`src/hdl/sarc_pkg.sv`:
```
// How it works
// - Core regulator overload resets at once and sets core_reg_error.
// - Flash regulator overload resets at once and sets flash_reg_error.
// - lock_out_select picks PLL lock, core, flash or backup error for lock_out_pin.
// - Regulator error flags read 1 while out of spec; write 1 clears.
// - Alarm reaches interrupt source only while alarm_source_enable (bit 7, reset 0).
// - Alarm interrupt is a level, high while pin sits between thresholds.
// - Device held in reset while reset comparator sees pin low.
// - Watchdog, supply, clock supervision and forced reset drive open-drain pin.
// - Any internal source sets the request flag, which enables the pull-down.
// - After sources go quiet, timer counts 2048 (or option) then releases.
// - Five sticky cause flags collect the sources of system resets until a cause write, or for watchdog_cause a supply reset, clears them.
// - Supply or regulator fault holds pin low; gated by monitor_active if unlocked.
// - Reset selects oscillator start-up drive; clearing osc_drive_mode selects run.
// - Supply supervision gives power-on reset on low supply or overload.
// - Writing forced_hw_reset as 1 drives the reset pin low at once.
// - monitor_active resets to 1; zero accepted only in the allowed window.
// - watchdog_cause set on wrap; cleared by supply reset or cause write.
package sarc_pkg;
	// ************************************************
	// Register byte offsets on the bus
	// ************************************************
	localparam logic [4:0] OFS_ANALOG  = 5'h00;
	localparam logic [4:0] OFS_SUPCTL  = 5'h04;
	localparam logic [4:0] OFS_CAUSE   = 5'h08;
	localparam logic [4:0] OFS_STANDBY = 5'h0C;
	localparam logic [4:0] OFS_IRQSTAT = 5'h10;
	localparam logic [4:0] OFS_IRQMASK = 5'h14;

	// ************************************************
	// Field positions
	// ************************************************
	localparam int BIT_ALARM_EN  = 7;
	localparam int BIT_LS_LO     = 4;
	localparam int BIT_FLASH_ERR = 1;
	localparam int BIT_CORE_ERR  = 0;
	localparam int BIT_FHR       = 7;
	localparam int BIT_MON       = 0;
	localparam int BIT_C_FHR     = 4;
	localparam int BIT_C_CLM     = 3;
	localparam int BIT_C_PIN     = 2;
	localparam int BIT_C_POR     = 1;
	localparam int BIT_C_WDOG    = 0;
	localparam int BIT_OSC       = 0;
	localparam int BIT_I_ALARM   = 0;
	localparam int BIT_I_CORE    = 1;
	localparam int BIT_I_FLASH   = 2;

	// ************************************************
	// Reset values and counts
	// ************************************************
	localparam logic [4:0] CAUSE_RST     = 5'h02;
	localparam logic       MON_RST       = 1'b1;
	localparam logic       OSC_RST       = 1'b1;
	localparam int         RELEASE_COUNT = 2048;
	localparam int         ALT_COUNT     = 512;
	localparam int         SYNC_W        = 8;

	// Lock output selections
	typedef enum logic [1:0] {
		SARC_LS_PLL   = 2'b00,
		SARC_LS_CORE  = 2'b01,
		SARC_LS_FLASH = 2'b10,
		SARC_LS_BACK  = 2'b11
	} sarc_ls_t;
endpackage

```
`src/hdl/sarc_sync_if.sv`:
```
`timescale 1ns/1ps
`default_nettype none
// Raw pin levels in, filtered levels out
interface sarc_sync_if #(parameter int W = 8);
	logic [W-1:0] raw;
	logic [W-1:0] clean;
	modport sync (input raw, output clean);
	modport user (output raw, input clean);
endinterface
`default_nettype wire

```
`src/hdl/sarc_top.sv`:
```
// The Avalon-MM slave port and the address map were chosen for this implementation.
`timescale 1ns/1ps
`default_nettype none
// ************************************************
// Supply alarm and system reset control
// ************************************************
module sarc_top #(
	parameter int REL_COUNT = sarc_pkg::RELEASE_COUNT,
	parameter int ALT_REL   = sarc_pkg::ALT_COUNT
) (
	input  wire logic        mclk,
	input  wire logic        reset_n,
	input  wire logic [4:0]  avs_address,
	input  wire logic        avs_read,
	input  wire logic        avs_write,
	input  wire logic [31:0] avs_writedata,
	output logic      [31:0] avs_readdata,
	output logic             avs_waitrequest,
	input  wire logic        reset_cmp_low,
	input  wire logic        alarm_cmp,
	input  wire logic        supply_low,
	input  wire logic        core_overload,
	input  wire logic        flash_overload,
	input  wire logic        backup_reg_error,
	input  wire logic        pll_lock,
	input  wire logic        clk_sup_fail,
	input  wire logic        wdog_wrap,
	input  wire logic        lock_opt_strap,
	input  wire logic        alt_count_strap,
	output logic             reset_pin_o,
	output logic             reset_pin_oe,
	output logic             device_reset_n,
	output logic             monitor_active_o,
	output logic             lock_out_pin,
	output logic             alarm_irq_src,
	output logic             osc_startup_mode,
	output logic             irq
);
	// ************************************************
	// Input filtering
	// ************************************************
	sarc_sync_if #(.W(sarc_pkg::SYNC_W)) sif ();

	assign sif.raw = {clk_sup_fail, pll_lock, backup_reg_error,
		flash_overload, core_overload, supply_low, alarm_cmp,
		reset_cmp_low};

	sarc_sync #(.W(sarc_pkg::SYNC_W)) u_sync (
		.mclk    (mclk),
		.reset_n (reset_n),
		.port    (sif)
	);

	wire logic pin_low  = sif.clean[0];
	wire logic alarm_lv = sif.clean[1];
	wire logic sup_low  = sif.clean[2];
	wire logic core_ov  = sif.clean[3];
	wire logic flash_ov = sif.clean[4];
	wire logic back_err = sif.clean[5];
	wire logic pll_lk   = sif.clean[6];
	wire logic clk_fail = sif.clean[7];

	// ************************************************
	// State
	// ************************************************
	logic        alarm_en;
	logic [1:0]  lock_sel;
	logic        core_err;
	logic        flash_err;
	logic        mon_act;
	logic [4:0]  cause;
	logic        cause_written;
	logic        osc_mode;
	logic [2:0]  irq_stat;
	logic [2:0]  irq_mask;
	logic        req_flag;
	logic [11:0] rel_cnt;
	logic        strap_taken;
	logic        lock_opt;
	logic        alt_opt;
	logic        alarm_prev;
	logic        pin_low_prev;

	// ************************************************
	// Bus decode
	// ************************************************
	// One wait state: request seen, answer in the next cycle
	wire logic bus_req  = avs_read | avs_write;
	wire logic wr_now   = avs_write & ~avs_waitrequest;
	wire logic sel_ana  = avs_address == sarc_pkg::OFS_ANALOG;
	wire logic sel_sup  = avs_address == sarc_pkg::OFS_SUPCTL;
	wire logic sel_cau  = avs_address == sarc_pkg::OFS_CAUSE;
	wire logic sel_sby  = avs_address == sarc_pkg::OFS_STANDBY;
	wire logic sel_ist  = avs_address == sarc_pkg::OFS_IRQSTAT;
	wire logic sel_imk  = avs_address == sarc_pkg::OFS_IRQMASK;
	wire logic wr_ana   = wr_now & sel_ana;
	wire logic wr_sup   = wr_now & sel_sup;
	wire logic wr_cau   = wr_now & sel_cau;
	wire logic wr_sby   = wr_now & sel_sby;
	wire logic wr_ist   = wr_now & sel_ist;
	wire logic wr_imk   = wr_now & sel_imk;
	wire logic [7:0] wd = avs_writedata[7:0];

	// ************************************************
	// Reset sources
	// ************************************************
	// Locked option keeps supervision on whatever software writes
	wire logic sup_on   = lock_opt | mon_act;
	wire logic por_src  = sup_on & (sup_low | core_ov | flash_ov);
	wire logic clk_src  = sup_on & clk_fail;
	wire logic fhr_src  = wr_sup & wd[sarc_pkg::BIT_FHR];
	wire logic any_src  = por_src | clk_src | wdog_wrap | fhr_src;
	wire logic [11:0] cnt_last = alt_opt ?
		12'(ALT_REL - 1) : 12'(REL_COUNT - 1);
	wire logic cnt_done = rel_cnt == cnt_last;
	// External reset: pin falls low while we are not pulling it; the
	// edge keeps the lagging filtered pin from blaming the outside
	wire logic ext_src  = pin_low & ~pin_low_prev & ~req_flag;

	// ************************************************
	// Monitor enable write window
	// ************************************************
	wire logic mon_zero_ok = ~lock_opt & ~cause_written &
		(cause[sarc_pkg::BIT_C_POR] | cause[sarc_pkg::BIT_C_CLM]);
	wire logic next_mon_act = (wr_sup & wd[sarc_pkg::BIT_MON]) ? 1'b1 :
		(wr_sup & mon_zero_ok) ? 1'b0 : mon_act;

	// ************************************************
	// Alarm and interrupt terms
	// ************************************************
	// Alarm only counts while pin is above the reset threshold
	wire logic alarm_live = alarm_en & alarm_lv & ~pin_low;
	wire logic [2:0] irq_evt = {flash_ov, core_ov,
		alarm_live & ~alarm_prev};
	wire logic [2:0] next_irq_stat = irq_evt |
		(irq_stat & ~(wr_ist ? wd[2:0] : 3'h0));
	wire logic lock_mux = (lock_sel == sarc_pkg::SARC_LS_PLL)  ? pll_lk :
		(lock_sel == sarc_pkg::SARC_LS_CORE)  ? core_ov :
		(lock_sel == sarc_pkg::SARC_LS_FLASH) ? flash_ov : back_err;

	// ************************************************
	// Cause flags
	// ************************************************
	// Set wins over a clearing write in the same cycle
	wire logic [4:0] cause_set;
	assign cause_set[sarc_pkg::BIT_C_FHR]  = fhr_src;
	assign cause_set[sarc_pkg::BIT_C_CLM]  = clk_src;
	assign cause_set[sarc_pkg::BIT_C_PIN]  = ext_src;
	assign cause_set[sarc_pkg::BIT_C_POR]  = por_src;
	assign cause_set[sarc_pkg::BIT_C_WDOG] = wdog_wrap;
	wire logic [4:0] cause_keep = wr_cau ? 5'h00 : {cause[4:1],
		cause[sarc_pkg::BIT_C_WDOG] & ~por_src};
	wire logic [4:0] next_cause = cause_set | cause_keep;

	// ************************************************
	// Read mux
	// ************************************************
	wire logic [7:0] rd_ana = {alarm_en, 1'b0, lock_sel, 2'b00,
		flash_err, core_err};
	wire logic [7:0] next_rdata = sel_ana ? rd_ana :
		sel_sup ? {7'h00, mon_act} :
		sel_cau ? {3'h0, cause} :
		sel_sby ? {7'h00, osc_mode} :
		sel_ist ? {5'h00, irq_stat} :
		sel_imk ? {5'h00, irq_mask} : 8'h00;

	// ************************************************
	// Bus handshake
	// ************************************************
	always_ff @(posedge mclk or negedge reset_n) begin
		if (!reset_n) begin
			avs_waitrequest <= 1'b1;
			avs_readdata    <= 32'h0000_0000;
		end else begin
			avs_waitrequest <= ~(bus_req & avs_waitrequest);
			if (avs_read & avs_waitrequest) begin
				avs_readdata <= {24'h00_0000, next_rdata};
			end
		end
	end

	// ************************************************
	// Straps, caught once after release
	// ************************************************
	always_ff @(posedge mclk or negedge reset_n) begin
		if (!reset_n) begin
			strap_taken <= 1'b0;
			lock_opt    <= 1'b1;
			alt_opt     <= 1'b0;
		end else if (!strap_taken) begin
			strap_taken <= 1'b1;
			lock_opt    <= lock_opt_strap;
			alt_opt     <= alt_count_strap;
		end
	end

	// ************************************************
	// Analog supply register
	// ************************************************
	// Overload level sets the flag each cycle, so it reads 1 while active
	always_ff @(posedge mclk or negedge reset_n) begin
		if (!reset_n) begin
			alarm_en  <= 1'b0;
			lock_sel  <= 2'b00;
			core_err  <= 1'b0;
			flash_err <= 1'b0;
		end else begin
			if (wr_ana) begin
				alarm_en <= wd[sarc_pkg::BIT_ALARM_EN];
				lock_sel <= wd[sarc_pkg::BIT_LS_LO +: 2];
			end
			core_err  <= core_ov |
				(core_err & ~(wr_ana & wd[sarc_pkg::BIT_CORE_ERR]));
			flash_err <= flash_ov |
				(flash_err & ~(wr_ana & wd[sarc_pkg::BIT_FLASH_ERR]));
		end
	end

	// ************************************************
	// Supervision control and cause register
	// ************************************************
	always_ff @(posedge mclk or negedge reset_n) begin
		if (!reset_n) begin
			mon_act       <= sarc_pkg::MON_RST;
			cause         <= sarc_pkg::CAUSE_RST;
			cause_written <= 1'b0;
			osc_mode      <= sarc_pkg::OSC_RST;
			pin_low_prev  <= 1'b0;
		end else begin
			mon_act <= next_mon_act;
			cause   <= next_cause;
			pin_low_prev <= pin_low;
			if (wr_cau) begin
				cause_written <= 1'b1;
			end
			// Mode switch timing is left to software
			if (wr_sby) begin
				osc_mode <= wd[sarc_pkg::BIT_OSC];
			end
		end
	end

	// ************************************************
	// Reset request flag and release timer
	// ************************************************
	always_ff @(posedge mclk or negedge reset_n) begin
		if (!reset_n) begin
			req_flag <= 1'b1;
			rel_cnt  <= 12'h000;
		end else if (any_src) begin
			req_flag <= 1'b1;
			rel_cnt  <= 12'h000;
		end else if (req_flag) begin
			if (cnt_done) begin
				req_flag <= 1'b0;
				rel_cnt  <= 12'h000;
			end else begin
				rel_cnt <= rel_cnt + 12'h001;
			end
		end
	end

	// ************************************************
	// Interrupt registers
	// ************************************************
	always_ff @(posedge mclk or negedge reset_n) begin
		if (!reset_n) begin
			irq_stat   <= 3'h0;
			irq_mask   <= 3'h0;
			alarm_prev <= 1'b0;
		end else begin
			irq_stat   <= next_irq_stat;
			alarm_prev <= alarm_live;
			if (wr_imk) begin
				irq_mask <= wd[2:0];
			end
		end
	end

	// ************************************************
	// Registered outputs
	// ************************************************
	// Pull-down follows the request flag, also held by a live source
	// Own pull-down also holds device reset: the filtered pin lags it
	always_ff @(posedge mclk or negedge reset_n) begin
		if (!reset_n) begin
			reset_pin_o      <= 1'b0;
			reset_pin_oe     <= 1'b1;
			device_reset_n   <= 1'b0;
			monitor_active_o <= sarc_pkg::MON_RST;
			lock_out_pin     <= 1'b0;
			alarm_irq_src    <= 1'b0;
			osc_startup_mode <= sarc_pkg::OSC_RST;
			irq              <= 1'b0;
		end else begin
			reset_pin_o      <= 1'b0;
			reset_pin_oe     <= req_flag | any_src;
			device_reset_n   <= ~pin_low & ~reset_pin_oe;
			monitor_active_o <= sup_on;
			lock_out_pin     <= lock_mux;
			alarm_irq_src    <= alarm_live;
			osc_startup_mode <= osc_mode;
			irq              <= |(next_irq_stat & irq_mask);
		end
	end
endmodule
`default_nettype wire

```
`src/hdl/sarc_sync.sv`:
```
`timescale 1ns/1ps
`default_nettype none
// ************************************************
// Three-stage input filter
// ************************************************
module sarc_sync #(
	parameter int W = 8
) (
	input  wire logic   mclk,
	input  wire logic   reset_n,
	sarc_sync_if.sync   port
);
	logic [W-1:0] stage1;
	logic [W-1:0] stage2;
	logic [W-1:0] stage3;
	logic [W-1:0] held;

	// Stage 1 feeds stage 2 only; a change counts once 2 and 3 agree
	always_ff @(posedge mclk or negedge reset_n) begin
		if (!reset_n) begin
			stage1 <= '0;
			stage2 <= '0;
			stage3 <= '0;
			held   <= '0;
		end else begin
			stage1 <= port.raw;
			stage2 <= stage1;
			stage3 <= stage2;
			for (int i = 0; i < W; i++) begin
				if (stage2[i] == stage3[i]) begin
					held[i] <= stage3[i];
				end
			end
		end
	end

	assign port.clean = held;
endmodule
`default_nettype wire

```
`config.mk`:
```
export PLATFORM = sky130hd
export DESIGN_NAME = sarc_top
export DESIGN_NICKNAME = d
export VERILOG_FILES = /design/src/hdl/sarc_pkg.sv /design/src/hdl/sarc_sync_if.sv /design/src/hdl/sarc_top.sv /design/src/hdl/sarc_sync.sv
export SDC_FILE = /design/constraint.sdc
export NUM_CORES = 1
export LEC_CHECK = 0
export BUFFER_PORTS_ARGS = -buffer_cell sky130_fd_sc_hd__buf_2
export CORE_MARGIN = 2
export CORE_UTILIZATION = 30
export DETAILED_ROUTE_END_ITERATION = 8
export PLACE_DENSITY = 0.58
export SLEW_MARGIN = 10
export SYNTH_ARGS = -nofsm -noshare
export SYNTH_HDL_FRONTEND = slang
export SYNTH_SLANG_ARGS = --single-unit
```
`constraint.sdc`:
```
create_clock -name mclk -period 1.8 [get_ports mclk]
set_input_delay 0.27 -clock mclk [delete_from_list [all_inputs] [get_ports mclk]]
set_output_delay 0.27 -clock mclk [all_outputs]
set_load 0.01 [all_outputs]
```
# Word level (Yosys, flattened, before mapping)
# Cells that the tools add are included.
# totals
ff_bits,84
in_bits,52
wordCells,133
out_inout_bits,41
# op_classes
n_mux,20
bitwise_logic,55
eq_ne,16
add_sub_neg,1
n_reduce_logical,5
# ops
op,n
$mux W12,3
$and A1 B1 Y1,27
$mux W5,3
$add A12 B1 Y12 const B,1
$eq A12 B11 Y1,1
$mux W3,4
$not A1 Y1,12
$mux W11,1
$or A1 B1 Y1,11
$eq A5 B4 Y1 const B,2
$eq A5 B5 Y1 const B,2
$eq A1 B1 Y1,8
$mux W1,8
$mux W8,1
$and A3 B3 Y3,2
$eq A5 B3 Y1 const B,1
$logic_not A5 Y1,1
$or A5 B5 Y5,1
$reduce_bool A2 Y1,2
$not A3 Y3,1
$or A3 B3 Y3,1
$reduce_or A3 Y1,1
$eq A2 B1 Y1 const B,1
$eq A2 B2 Y1 const B,1
$logic_not A2 Y1,1

# Longest topological paths before layout
# Gate-level depths: netlist (run 1).
# depth
depth_word,9
mapped_depth,6
mapped_depth_nobuf,5

# Cells and area by module
# From an unflattened synthesis (run 1), not the netlist that was laid out.
# unflattened
hier_cells,276
hier_area_um2,3445.8
# by_module_without_submodules
module,area_each_um2,cells_each,instances
sarc_top,2555.0,236,1
sarc_sync,890.9,40,1

# Worst setup path before layout (run 1)
# Ideal clock, no wire load.
# synth_timing
path_kind,in2reg
from,in avs_address[4]
to,reg mon_act
n_path_buf,1
arrival_time_ns,1.767
setup_slack_ns,-0.046
required_ns,1.721
setup_time_ns,0.079
stages,5
path_cell_list,or3_1 > buf_2 > or3_1 > or4_1 > a22o_1
# synth_via
elab_chain_cells,4
word_cells_on_any_way,6
# synth_lines
item,line,rtl
start: declaration,sarc_top.sv:13,"input wire logic [4:0] avs_address,"
$eq A5 B3 Y1 *,sarc_top.sv:91,wire logic sel_sup = avs_address == sarc_pkg::OFS_SUPCTL;
$and A1 B1 Y1 *,sarc_top.sv:97,wire logic wr_sup = wr_now & sel_sup;
"$and A1 B1 Y1, on equally long branches","sarc_top.sv:125, sarc_top.sv:126",
$mux W1 or $reduce_bool A2 Y1 (tied branches),-,
end signal: assignment,sarc_top.sv:224,mon_act <= sarc_pkg::MON_RST;
end signal: assignment,sarc_top.sv:230,mon_act <= next_mon_act;
end: declaration,sarc_top.sv:70,logic mon_act;
# Every way passes the cells marked *; elsewhere a longest branch is shown, timed or not.
# A chain may end at the register's enable or synchronous reset.

# Final worst setup path (run 1)
# layout_timing
from,reg u_sync.held[2] (netlist: u_sync.port.clean[2])
to,reg reset_pin_oe
# layout_via
elab_chain_cells,7
# layout_lines
item,line,rtl
start: declaration,sarc_sync.sv:16,logic [W-1:0] held;
start signal: indexed assignment,sarc_sync.sv:31,held[i] <= stage3[i];
$or A1 B1 Y1 (2 in a row),sarc_top.sv:109,wire logic por_src = sup_on & (sup_low | core_ov | flash_ov);
$and A1 B1 Y1,sarc_top.sv:109,
$or A1 B1 Y1 (3 in a row),sarc_top.sv:112,wire logic any_src = por_src | clk_src | wdog_wrap | fhr_src;
$or A1 B1 Y1,sarc_top.sv:297,reset_pin_oe <= req_flag | any_src;
end signal: assignment,sarc_top.sv:297,
end: declaration,sarc_top.sv:31,"output logic reset_pin_oe,"
# Every way passes these cells.

==> results of run 1 <==
worst reg2reg max path: stages, from the launching register on:
cell and delay [ns]:
dfrtp_1 0.39, o32a_1 0.37, nor3_1 0.24, o21ai_1 0.11, buf_4 0.18, or2_2 0.27
synth_stat cells, types with 3 or more instances:
cell / count
o21ai_0: 12
nand4_1: 5
a21oi_1: 7
mux2i_1: 3
nand2b_1: 6
buf_4: 26
and2_1: 3
dfstp_2: 9
nor3_1: 4
mux2_2: 9
nand3_1: 4
a22o_1: 3
a21o_1: 6
maj3_1: 8
nor2_1: 20
inv_1: 5
nand2_1: 19
clkbuf_1: 5
xor2_1: 8
dfrtp_1: 74
where the power goes:
group	leakage (nW)	internal [mW]	switching, mW
sequential	1.00	2.01	0.0770
combinational	0.753	0.194	0.211
clock	0.117	0.821	0.647
total	1.87	3.03	0.935
what timing repair did:
action | 4_1_cts | 5_1_grt
endpoints found under the hold margin | 21 | 1
hold buffers | 7 | 1
setup buffers | 0 | 0
gates resized for setup | 0 | 0
state kept, by name, indices dropped and copies added (netlist names), 3 cells and up:
register / cells
rel_cnt: 12
irq_stat: 3
cause: 5
avs_readdata: 7
u_sync.stage3: 8
u_sync.port.clean: 8
u_sync.stage2: 8
irq_mask: 3
u_sync.stage1: 8
logic make-up (layout without fill, tap and decap cells):
kind of cell             after synthesis  in the layout
AO/OA/AOI/OAI                         41             41
other                                  2             27
adder cells (fa/ha/maj)                9              9
AND/OR/NAND/NOR                       81             81
multiplexers                          13             13
buffers and inverters                 38             91
XOR/XNOR                              10             10
flip-flops                            83             83
placed cells by master, fill, tap and decap left out, types with 4 or more instances in the layout:
cell type,Yosys,final
mux2_2,9,9
a21oi_1,7,7
dlygate4sd3_1,0,8
nor2_1,20,20
clkbuf_8,0,10
nand3_1,4,4
inv_1,5,5
buf_2,1,39
nand4_1,5,5
nand2_1,19,19
nand2b_1,6,6
xor2_1,8,8
o21ai_0,12,12
a21o_1,6,6
buf_4,26,22
nor3_1,4,4
conb_1,2,27
dfstp_2,9,9
maj3_1,8,8
dfrtp_1,74,74
per-stage QoR:
stage	setup TNS (ns)	worst slack [ns]
finish	0	0.177
global route	0	0.0789
CTS	0	0.165
detailed placement	-0.615	-0.0761
global placement	-0.487	-0.0572
floorplan	0	0.00320
final timing paths:
path,to,slack [ns]
hold reg to reg,u_sync.stage2[6],0.35
setup / recovery,reset_pin_oe,0.18
setup reg to reg,reset_pin_oe,0.18
min in group asynchronous,rel_cnt[3],0.32
max in group asynchronous,monitor_active_o,0.89
hold / removal,u_sync.stage1[3],0.03
layer usage:
layer  global-route usage, %  vias to the layer above  wire length [um]
li1                        -                     1054                 -
met1                    14.8                     1027              2940
met2                    17.7                       64              2820
met3                    3.12                       13               281
met4                    5.97                        0               164
met5                       0                        -                 0
final cells by class:
cell class	instances	area share, %
inverters	5	0.456
clock buffers	10	3.34
clock inverters	6	2.13
multi-input cells	181	27.9
flip-flops and latches	83	50.7
repair buffers	70	11.2
well taps	140	4.26
==> results.cfg, run 1 <==
[outcome]
status = completed

[cells_and_area]
multi_input_area_um2 = 1150
nets = 403
syn2layout_area_growth_pct = 22.2
finalInstanceArea_um2 = 4120
fin_util_pct = 37.8
ff_latch_area_um2 = 2090
n_antenna_cell = 0
drive_above_1_share_pct = 29.6
fillers = 1096
stdcell_count = 495

[worst_setup_path]
cp_top_family = simple AND/OR/NAND/NOR gates
cpMaxStageDelayCell = dfrtp_1
critPathLaunchType = register
worstSetupPathType = reg2reg
end_kind = register
worst-path-stages = 5
rr_worst_depth = 5
path_max_fanout = 8
r2r_start = u_sync.port.clean[2]
slowest_delay_ns = 0.39
cp_cell_sequence = o32a_1 > nor3_1 > o21ai_1 > buf_4 > or2_2
cp.required_ns = 2.08
crit_start = u_sync.port.clean[2]
arrival_ns = 1.90
crit_buf_inv = 1

[place]
hpwl_mm = 4.61
placedCellCount = 471
place_area_um2 = 3810
routabilityCongestion = 0.771
port_buffers = 40

[synth]
synthDominantCellAreaShare_pct = 55.0
synth_area_leader_cell = dfrtp_1
synthFlopType = dfrtp_1
ys_warn_count = 0
synth.area.mux_share_pct = 4.57
synthSimpleGateAreaFrac_pct = 12.7
synthesis.instances = 277
syn_area_per_cell_um2 = 12.2
synth-async-reset-ratio_pct = 100
synth_top_family_by_area = simple AND/OR/NAND/NOR gates
ys_top_cells_by_area = dfrtp_1 55%, dfstp_2 7.0%, buf_4 5.8%
synth-seq-cells = 83
synth_edf_count = 0
synth_compound_area_share_pct = 8.06
synthXorXnorAreaFrac_pct = 2.60
yosysSeqAreaShare_pct = 62.0
synth_cell_types = 51
yosys.area_share.adder_pct = 2.75
syn_area_um2 = 3370

[sta]
timing.hold.ws_ns = 0.0269
hold_violations = 0
finalCritPeriodShare_pct = 90.2
clock_skew_ns = 0.00532
slew_headroom_pct = 64.0
setup_viol = 0
period_minus_slack_ns = 1.62
fmax_mhz = 616
tightest_slew_ns = 0.532
grt_setup_unrepaired = no
drv_slew = 0

[detailed_routing]
drt_iter0_drc = 55
wl_per_cell_um = 12.5
drc = 0
via_count = 2158
routed_wl_mm = 6.21
drtAntennaViolNets = 0
dr.pass1.iters = 4
routed_via_density = 4.36

[clock_tree]
clock-sinks = 83
h-tree-depth = 3
clock_latency_ns = 0.35
ctsLongestPathBuffers = 2
path_clk_slew_ns = 0.08
cts_buffers = 9
cts_tree = built
ctsRootBufferMaster = clkbuf_8

[die]
initial_core_util_pct = 30.9
die_x_um = 110
die_h_um = 110
die_area_um2 = 12100
pin_count = 93
num_rows = 38
core_area_um2 = 10900

[min_path]
hp-class = in2reg
min_from = core_overload
whs_path_depth = 1

[grt]
grt_antenna_before_repair = 0
grt_pass1_wl_mm = 10.4
track_usage_pct = 11.5
grt_max_degree = 48
overflow = 0
grt_pass1_vias = 2112

[pwr]
p_leak_nw = 1.87
ir_drop_v = 0.000409
p_per_area_nw_per_um2 = 962
p_total_mw = 3.96

[run]
maxCapViolCount = 0
No activity file was read; power rests on OpenSTA's default activity.
==> inputs of run 2 (changes only) <==
- ABC_AREA: unset -> 1
- HOLD_SLACK_MARGIN: unset -> 0.08
- PLACE_DENSITY: 0.58 -> 0.57
==> results.cfg, run 2 <==
[outcome]
status = completed

[die]
die_h_um = 114
core_area_um2 = 11900
pin_count = 93
die_x_um = 114
die_area_um2 = 12900
num_rows = 40
initial_core_util_pct = 30.4

[place]
hpwl_mm = 4.91
routabilityCongestion = 0.815
pre_cts_ws_ns = 0.190
placedCellCount = 552
port_buffers = 40

[detailed_routing]
routed_wl_mm = 6.65
drt_iter0_drc = 114
wl_per_cell_um = 11.5
dr.pass1.iters = 4
drc = 0
drtAntennaViolNets = 0
via_count = 2465
routed_via_density = 4.27

[cells_and_area]
nets = 478
fin_util_pct = 36.3
layout_commonest_cell = nand2_1
drive_above_1_share_pct = 24.9
largest_register_ffs = 12
syn2layout_area_growth_pct = 19.2
stdcell_count = 577
top_register = rel_cnt
final_cell_mix = 77 x nand2_1, 74 x dfrtp_1, 39 x buf_2, 33 x inv_1, 27 x conb_1
n_antenna_cell = 0

[clock_tree]
cts_tree = built
postCtsSetupBuffers = 0
cts_resized = 0
h-tree-depth = 3
ctsRootBufferMaster = clkbuf_16
ctsLongestPathBuffers = 2
clock-sinks = 83
cts_buffers = 9
cts_hold_buf = 9
clock_latency_ns = 0.33
path_clk_slew_ns = 0.07

[min_path]
min_to = avs_waitrequest
whs_path_depth = 2
min_from = avs_write
hp-class = in2reg

[worst_setup_path]
arrival_ns = 1.85
cp_top_family = simple AND/OR/NAND/NOR gates
reg2reg_to = rel_cnt[6]
cp_cell_sequence = nor2_2 > inv_2 > nand2_2 > nand2_1 > nor2_2 > nand2_4 > nor2_4 > inv_1 > nand2_1 > nand2_1
worstSetupPathType = reg2reg
path_max_fanout = 12
rr_worst_depth = 10
crit_buf_inv = 2
slowest_delay_ns = 0.38
r2r_start = lock_opt
end_kind = register
critPathLaunchType = register
worst-path-stages = 10
cpMaxStageDelayCell = dfstp_2
cp.required_ns = 2.02
crit_top_cell = nand2_1
rrSetupSlack_ns = 0.18

[synth]
yosysMostFrequentCell = nand2_1
synthXorXnorAreaFrac_pct = 0.971
ys_top_cells_by_area = dfrtp_1 51%, nand2_1 8.0%, dfstp_2 6.6%
synthesis.instances = 364
synth_compound_area_share_pct = 4.51
synth_area_leader_cell = dfrtp_1
synth-seq-cells = 83
synth.area.mux_share_pct = 1.14
synth_cell_types = 35
synth-async-reset-ratio_pct = 100
synthSimpleGateAreaFrac_pct = 22.7
yosysSeqAreaShare_pct = 57.9
synthDominantCellAreaShare_pct = 51.3
yosys.area_share.adder_pct = 2.56
synth_top_family_by_area = simple AND/OR/NAND/NOR gates
synth_edf_count = 0
syn_area_um2 = 3610
syn_area_per_cell_um2 = 9.92
ys_warn_count = 0
synth_common_cells = 77 x nand2_1, 74 x dfrtp_1, 33 x inv_1, 26 x buf_4, 26 x nor2_1
synthFlopType = dfrtp_1

[grt]
track_usage_pct = 11.3
grt_antenna_before_repair = 0
grt_max_degree = 34
grt_pass1_wl_mm = 11.6
overflow = 0
grt_pass1_vias = 2456

[sta]
drv_slew = 0
fin_setup_tns_ns = 0
grt_setup_unrepaired = no
setup_viol = 0
hold_violations = 0
fin_ws_ns = 0.177
finalCritPeriodShare_pct = 90.1
clock_skew_ns = 0.00823
period_minus_slack_ns = 1.62
fmax_mhz = 616

[pwr]
p_leak_nw = 2.12
ir_drop_v = 0.000540
p_total_mw = 4.23
p_per_area_nw_per_um2 = 983

[run]
maxCapViolCount = 0
==> run 2: cell count changes in the layout (fill, tap and decap cells not counted), sizes merged, moves of 6 or more <==
cell,before,now
buf,62,44
inv,6,41
mux2,9,3
nand2,19,92
nand2b,6,0
nand3,4,23
nor2,20,39
==> run 2: cell type report <==
cell class	instances	area [um^2]
inverters	38	145
well taps	147	184
repair buffers	53	335
clock inverters	5	43.8
flip-flops and latches	83	2090
fillers	1195	7560
multi-input cells	240	1250
clock buffers	11	253
==> run 2: layer usage <==
layer	part of all wire [%]	global-route usage [%]	wire, um
met2	46	17.7	3060
met5	0	0	0
met1	48	15.2	3190
met4	1.7	4.47	115
met3	4.2	2.55	281
==> run 2: worst max-delay path by stage <==
| stage | start | end | slack [ns] |
|---|---|---|---|
| final | lock_opt | rel_cnt[6] | 0.18 |
| after global routing | rel_cnt[0] | rel_cnt[1] | 0.07 |
| after CTS | lock_opt | rel_cnt[6] | 0.17 |
| after detailed placement | lock_opt | rel_cnt[6] | 0.19 |
| after global placement | lock_opt | rel_cnt[6] | 0.21 |
| after floorplan | rel_cnt[0] | rel_cnt[0] | 0.44 |
==> run 2: kinds of logic after synthesis <==
kind of cell,count (synthesis)
AND/OR/NAND/NOR,168
flip-flops,83
buffers and inverters,66
AO/OA/AOI/OAI,29
adder cells (fa/ha/maj),9
XOR/XNOR,4
multiplexers,3
other,2
==> run 2: power by group <==
| group | switching (mW) | leakage (nW) | internal (mW) | total, mW |
|---|---|---|---|---|
| combinational | 0.214 | 0.983 | 0.142 | 0.356 |
| clock | 0.757 | 0.147 | 1.03 | 1.79 |
| sequential | 0.0786 | 0.992 | 2.01 | 2.09 |
==> run 2: metrics by stage <==
| step | area (um^2) | hold slack (ns) |
|---|---|---|
| 6_report | 4300 | 0.0943 |
| 5_1_grt | 4300 | 0.107 |
| 4_1_cts | 4300 | 0.0881 |
| 3_5_place_dp | 3920 | 0.246 |
| 3_3_place_gp | 3920 | 0.238 |
| 2_1_floorplan | 3700 | -0.0256 |
==> inputs of run 3 (changes only) <==
--- a/config.mk
+++ b/config.mk
@@ -18 +18,2 @@
 export SYNTH_SLANG_ARGS = --single-unit
+export TNS_END_PERCENT = 20
==> constraint.sdc (replaced) <==
create_clock -name mclk -period 1.8 [get_ports mclk]
set_input_delay 0.36 -clock mclk [delete_from_list [all_inputs] [get_ports mclk]]
set_output_delay 0.36 -clock mclk [all_outputs]
set_load 0.01 [all_outputs]
==> results.cfg, run 3 (synthesized netlist as in run 2, its figures left out) <==
[clock_tree]
h-tree-depth = 3
cts_buffers = 9
cts_tree = built
clock_latency_ns = 0.33
clock-sinks = 83
ctsLongestPathBuffers = 2
ctsRootBufferMaster = clkbuf_16
path_clk_slew_ns = 0.06

[sta]
drv_slew = 0
clock_skew_ns = 0.00557
finalCritPeriodShare_pct = 87.5
period_minus_slack_ns = 1.58
fin_setup_tns_ns = 0
setup_viol = 0
fin_ws_ns = 0.224
timing.hold.ws_ns = 0.132
grt_setup_unrepaired = no
hold_violations = 0
fmax_mhz = 635

[grt]
overflow = 0
grt_pass1_vias = 2387
met2_usage_pct = 16.8
grt_util_met1_pct = 15.1
track_usage_pct = 11.2
grt_pass1_wl_mm = 11.4
top_usage_layer = met2
grt_max_degree = 39
grt_antenna_before_repair = 0
met3_usage_pct = 2.66

[worst_setup_path]
arrival_ns = 1.79
worstSetupPathType = reg2reg
cp.required_ns = 2.02
cpMaxStageDelayCell = dfrtp_1
worst-path-stages = 9
critPathLaunchType = register
crit_buf_inv = 1
cp_top_family = simple AND/OR/NAND/NOR gates
rr_worst_depth = 9
end_kind = register
path_max_fanout = 5
slowest_delay_ns = 0.38
cp_cell_sequence = ha_1 > nand2_1 > nor2_2 > nand3_1 > nor2_1 > nor2_1 > buf_4 > nand3_1 > nand2_1

[pwr]
share_seq_of_total_power_pct = 48.3
internal_power_mw = 3.30
netSwitchingFraction_pct = 23.6
power_frac_comb_pct = 7.9
p_clk_share_pct = 43.8
ir_drop_v = 0.000436
p_per_area_nw_per_um2 = 1020
p_leak_nw = 2.11
p_total_mw = 4.32
p_switching_mw = 1.02

[detailed_routing]
wl_per_cell_um = 11.6
via_count = 2420
dr.pass1.iters = 4
routed_via_density = 4.24
drtAntennaViolNets = 0
drc = 0
routed_wl_mm = 6.61
drt_iter0_drc = 137

[die]
die_area_um2 = 12900
pin_count = 93
num_rows = 40
initial_core_util_pct = 30.4
die_h_um = 114
die_x_um = 114
core_area_um2 = 11900

[min_path]
hp-class = in2reg
whs_path_depth = 1

[run]
maxCapViolCount = 0

[place]
placedCellCount = 551
hpwl_mm = 4.84
routabilityCongestion = 0.821
place_area_um2 = 3910
port_buffers = 40
pre_cts_ws_ns = 0.168

[cells_and_area]
syn2layout_area_growth_pct = 17.8
fin_util_pct = 35.9
nets = 472
layout_commonest_cell = nand2_1
final_cell_mix = 77 x nand2_1, 74 x dfrtp_1, 39 x buf_2, 33 x inv_1, 27 x conb_1
stdcell_count = 571
fillers = 1196
n_antenna_cell = 0
top_register = rel_cnt
largest_register_ffs = 12
finalInstanceArea_um2 = 4250
drive_above_1_share_pct = 25.5

[outcome]
status = completed
[run 3: changes by cell type in the layout (fill, tap and decap cells not counted), sizes merged]
cell	change
buf	+2
bufinv	+1
clkbuf	+1
clkinv	-1
dlygate4sd3	-8
inv	-1
[run 3: repair_timing]
action,CTS,global route
setup endpoints to repair,0,1
hold buffers,1,0
gates resized for setup,0,0
setup buffers,0,3
hold endpoints to repair,22,0
[run 3: power groups by stage]
stage          clock network [mW]  registers (mW)  logic [mW]
2_1_floorplan                   0            2.12       0.225
3_3_place_gp                    0            2.12       0.341
3_5_place_dp                    0            2.12       0.349
4_1_cts                      1.94            2.09       0.351
5_1_grt                      2.01            2.10       0.393
6_report                     1.89            2.09       0.343
[run 3: worst paths after layout]
kind / start / to / slack, ns
setup / recovery: rel_cnt[0] / rel_cnt[0] / 0.22
hold / removal: backup_reg_error / u_sync.stage1[5] / 0.13
setup reg to reg: rel_cnt[0] / rel_cnt[0] / 0.22
hold reg to reg: u_sync.stage1[5] / u_sync.stage2[5] / 0.35
max in group asynchronous: reset_n / avs_waitrequest / 0.67
min in group asynchronous: reset_n / u_sync.stage1[6] / 0.49
[run 3: cell type report]
cell class / instances / area [um^2] / share of cell area (%)
timing repair buffer: 47 / 270 / 6.35
clock inverter: 4 / 56.3 / 1.32
inverter: 38 / 145 / 3.41
tap: 147 / 184 / 4.32
multi-input combinational: 240 / 1250 / 29.4
clock buffer: 12 / 256 / 6.03
sequential: 83 / 2090 / 49.1
[run 3: worst register-to-register path, cell delays in order, from the launching register on]
cell     delay (ns)
dfrtp_1        0.38
ha_1           0.18
nand2_1        0.08
nor2_2         0.16
nand3_1        0.13
nor2_1         0.15
nor2_1         0.08
buf_4          0.16
nand3_1        0.08
nand2_1        0.06
[run 3: layer usage]
| metal | vias to the layer above | part of all wire [%] |
|---|---|---|
| met3 | 8 | 4.8 |
| met1 | 1141 | 48 |
| li1 | 1215 | - |
| met5 | - | 0 |
| met2 | 56 | 45 |
| met4 | 0 | 1.7 |
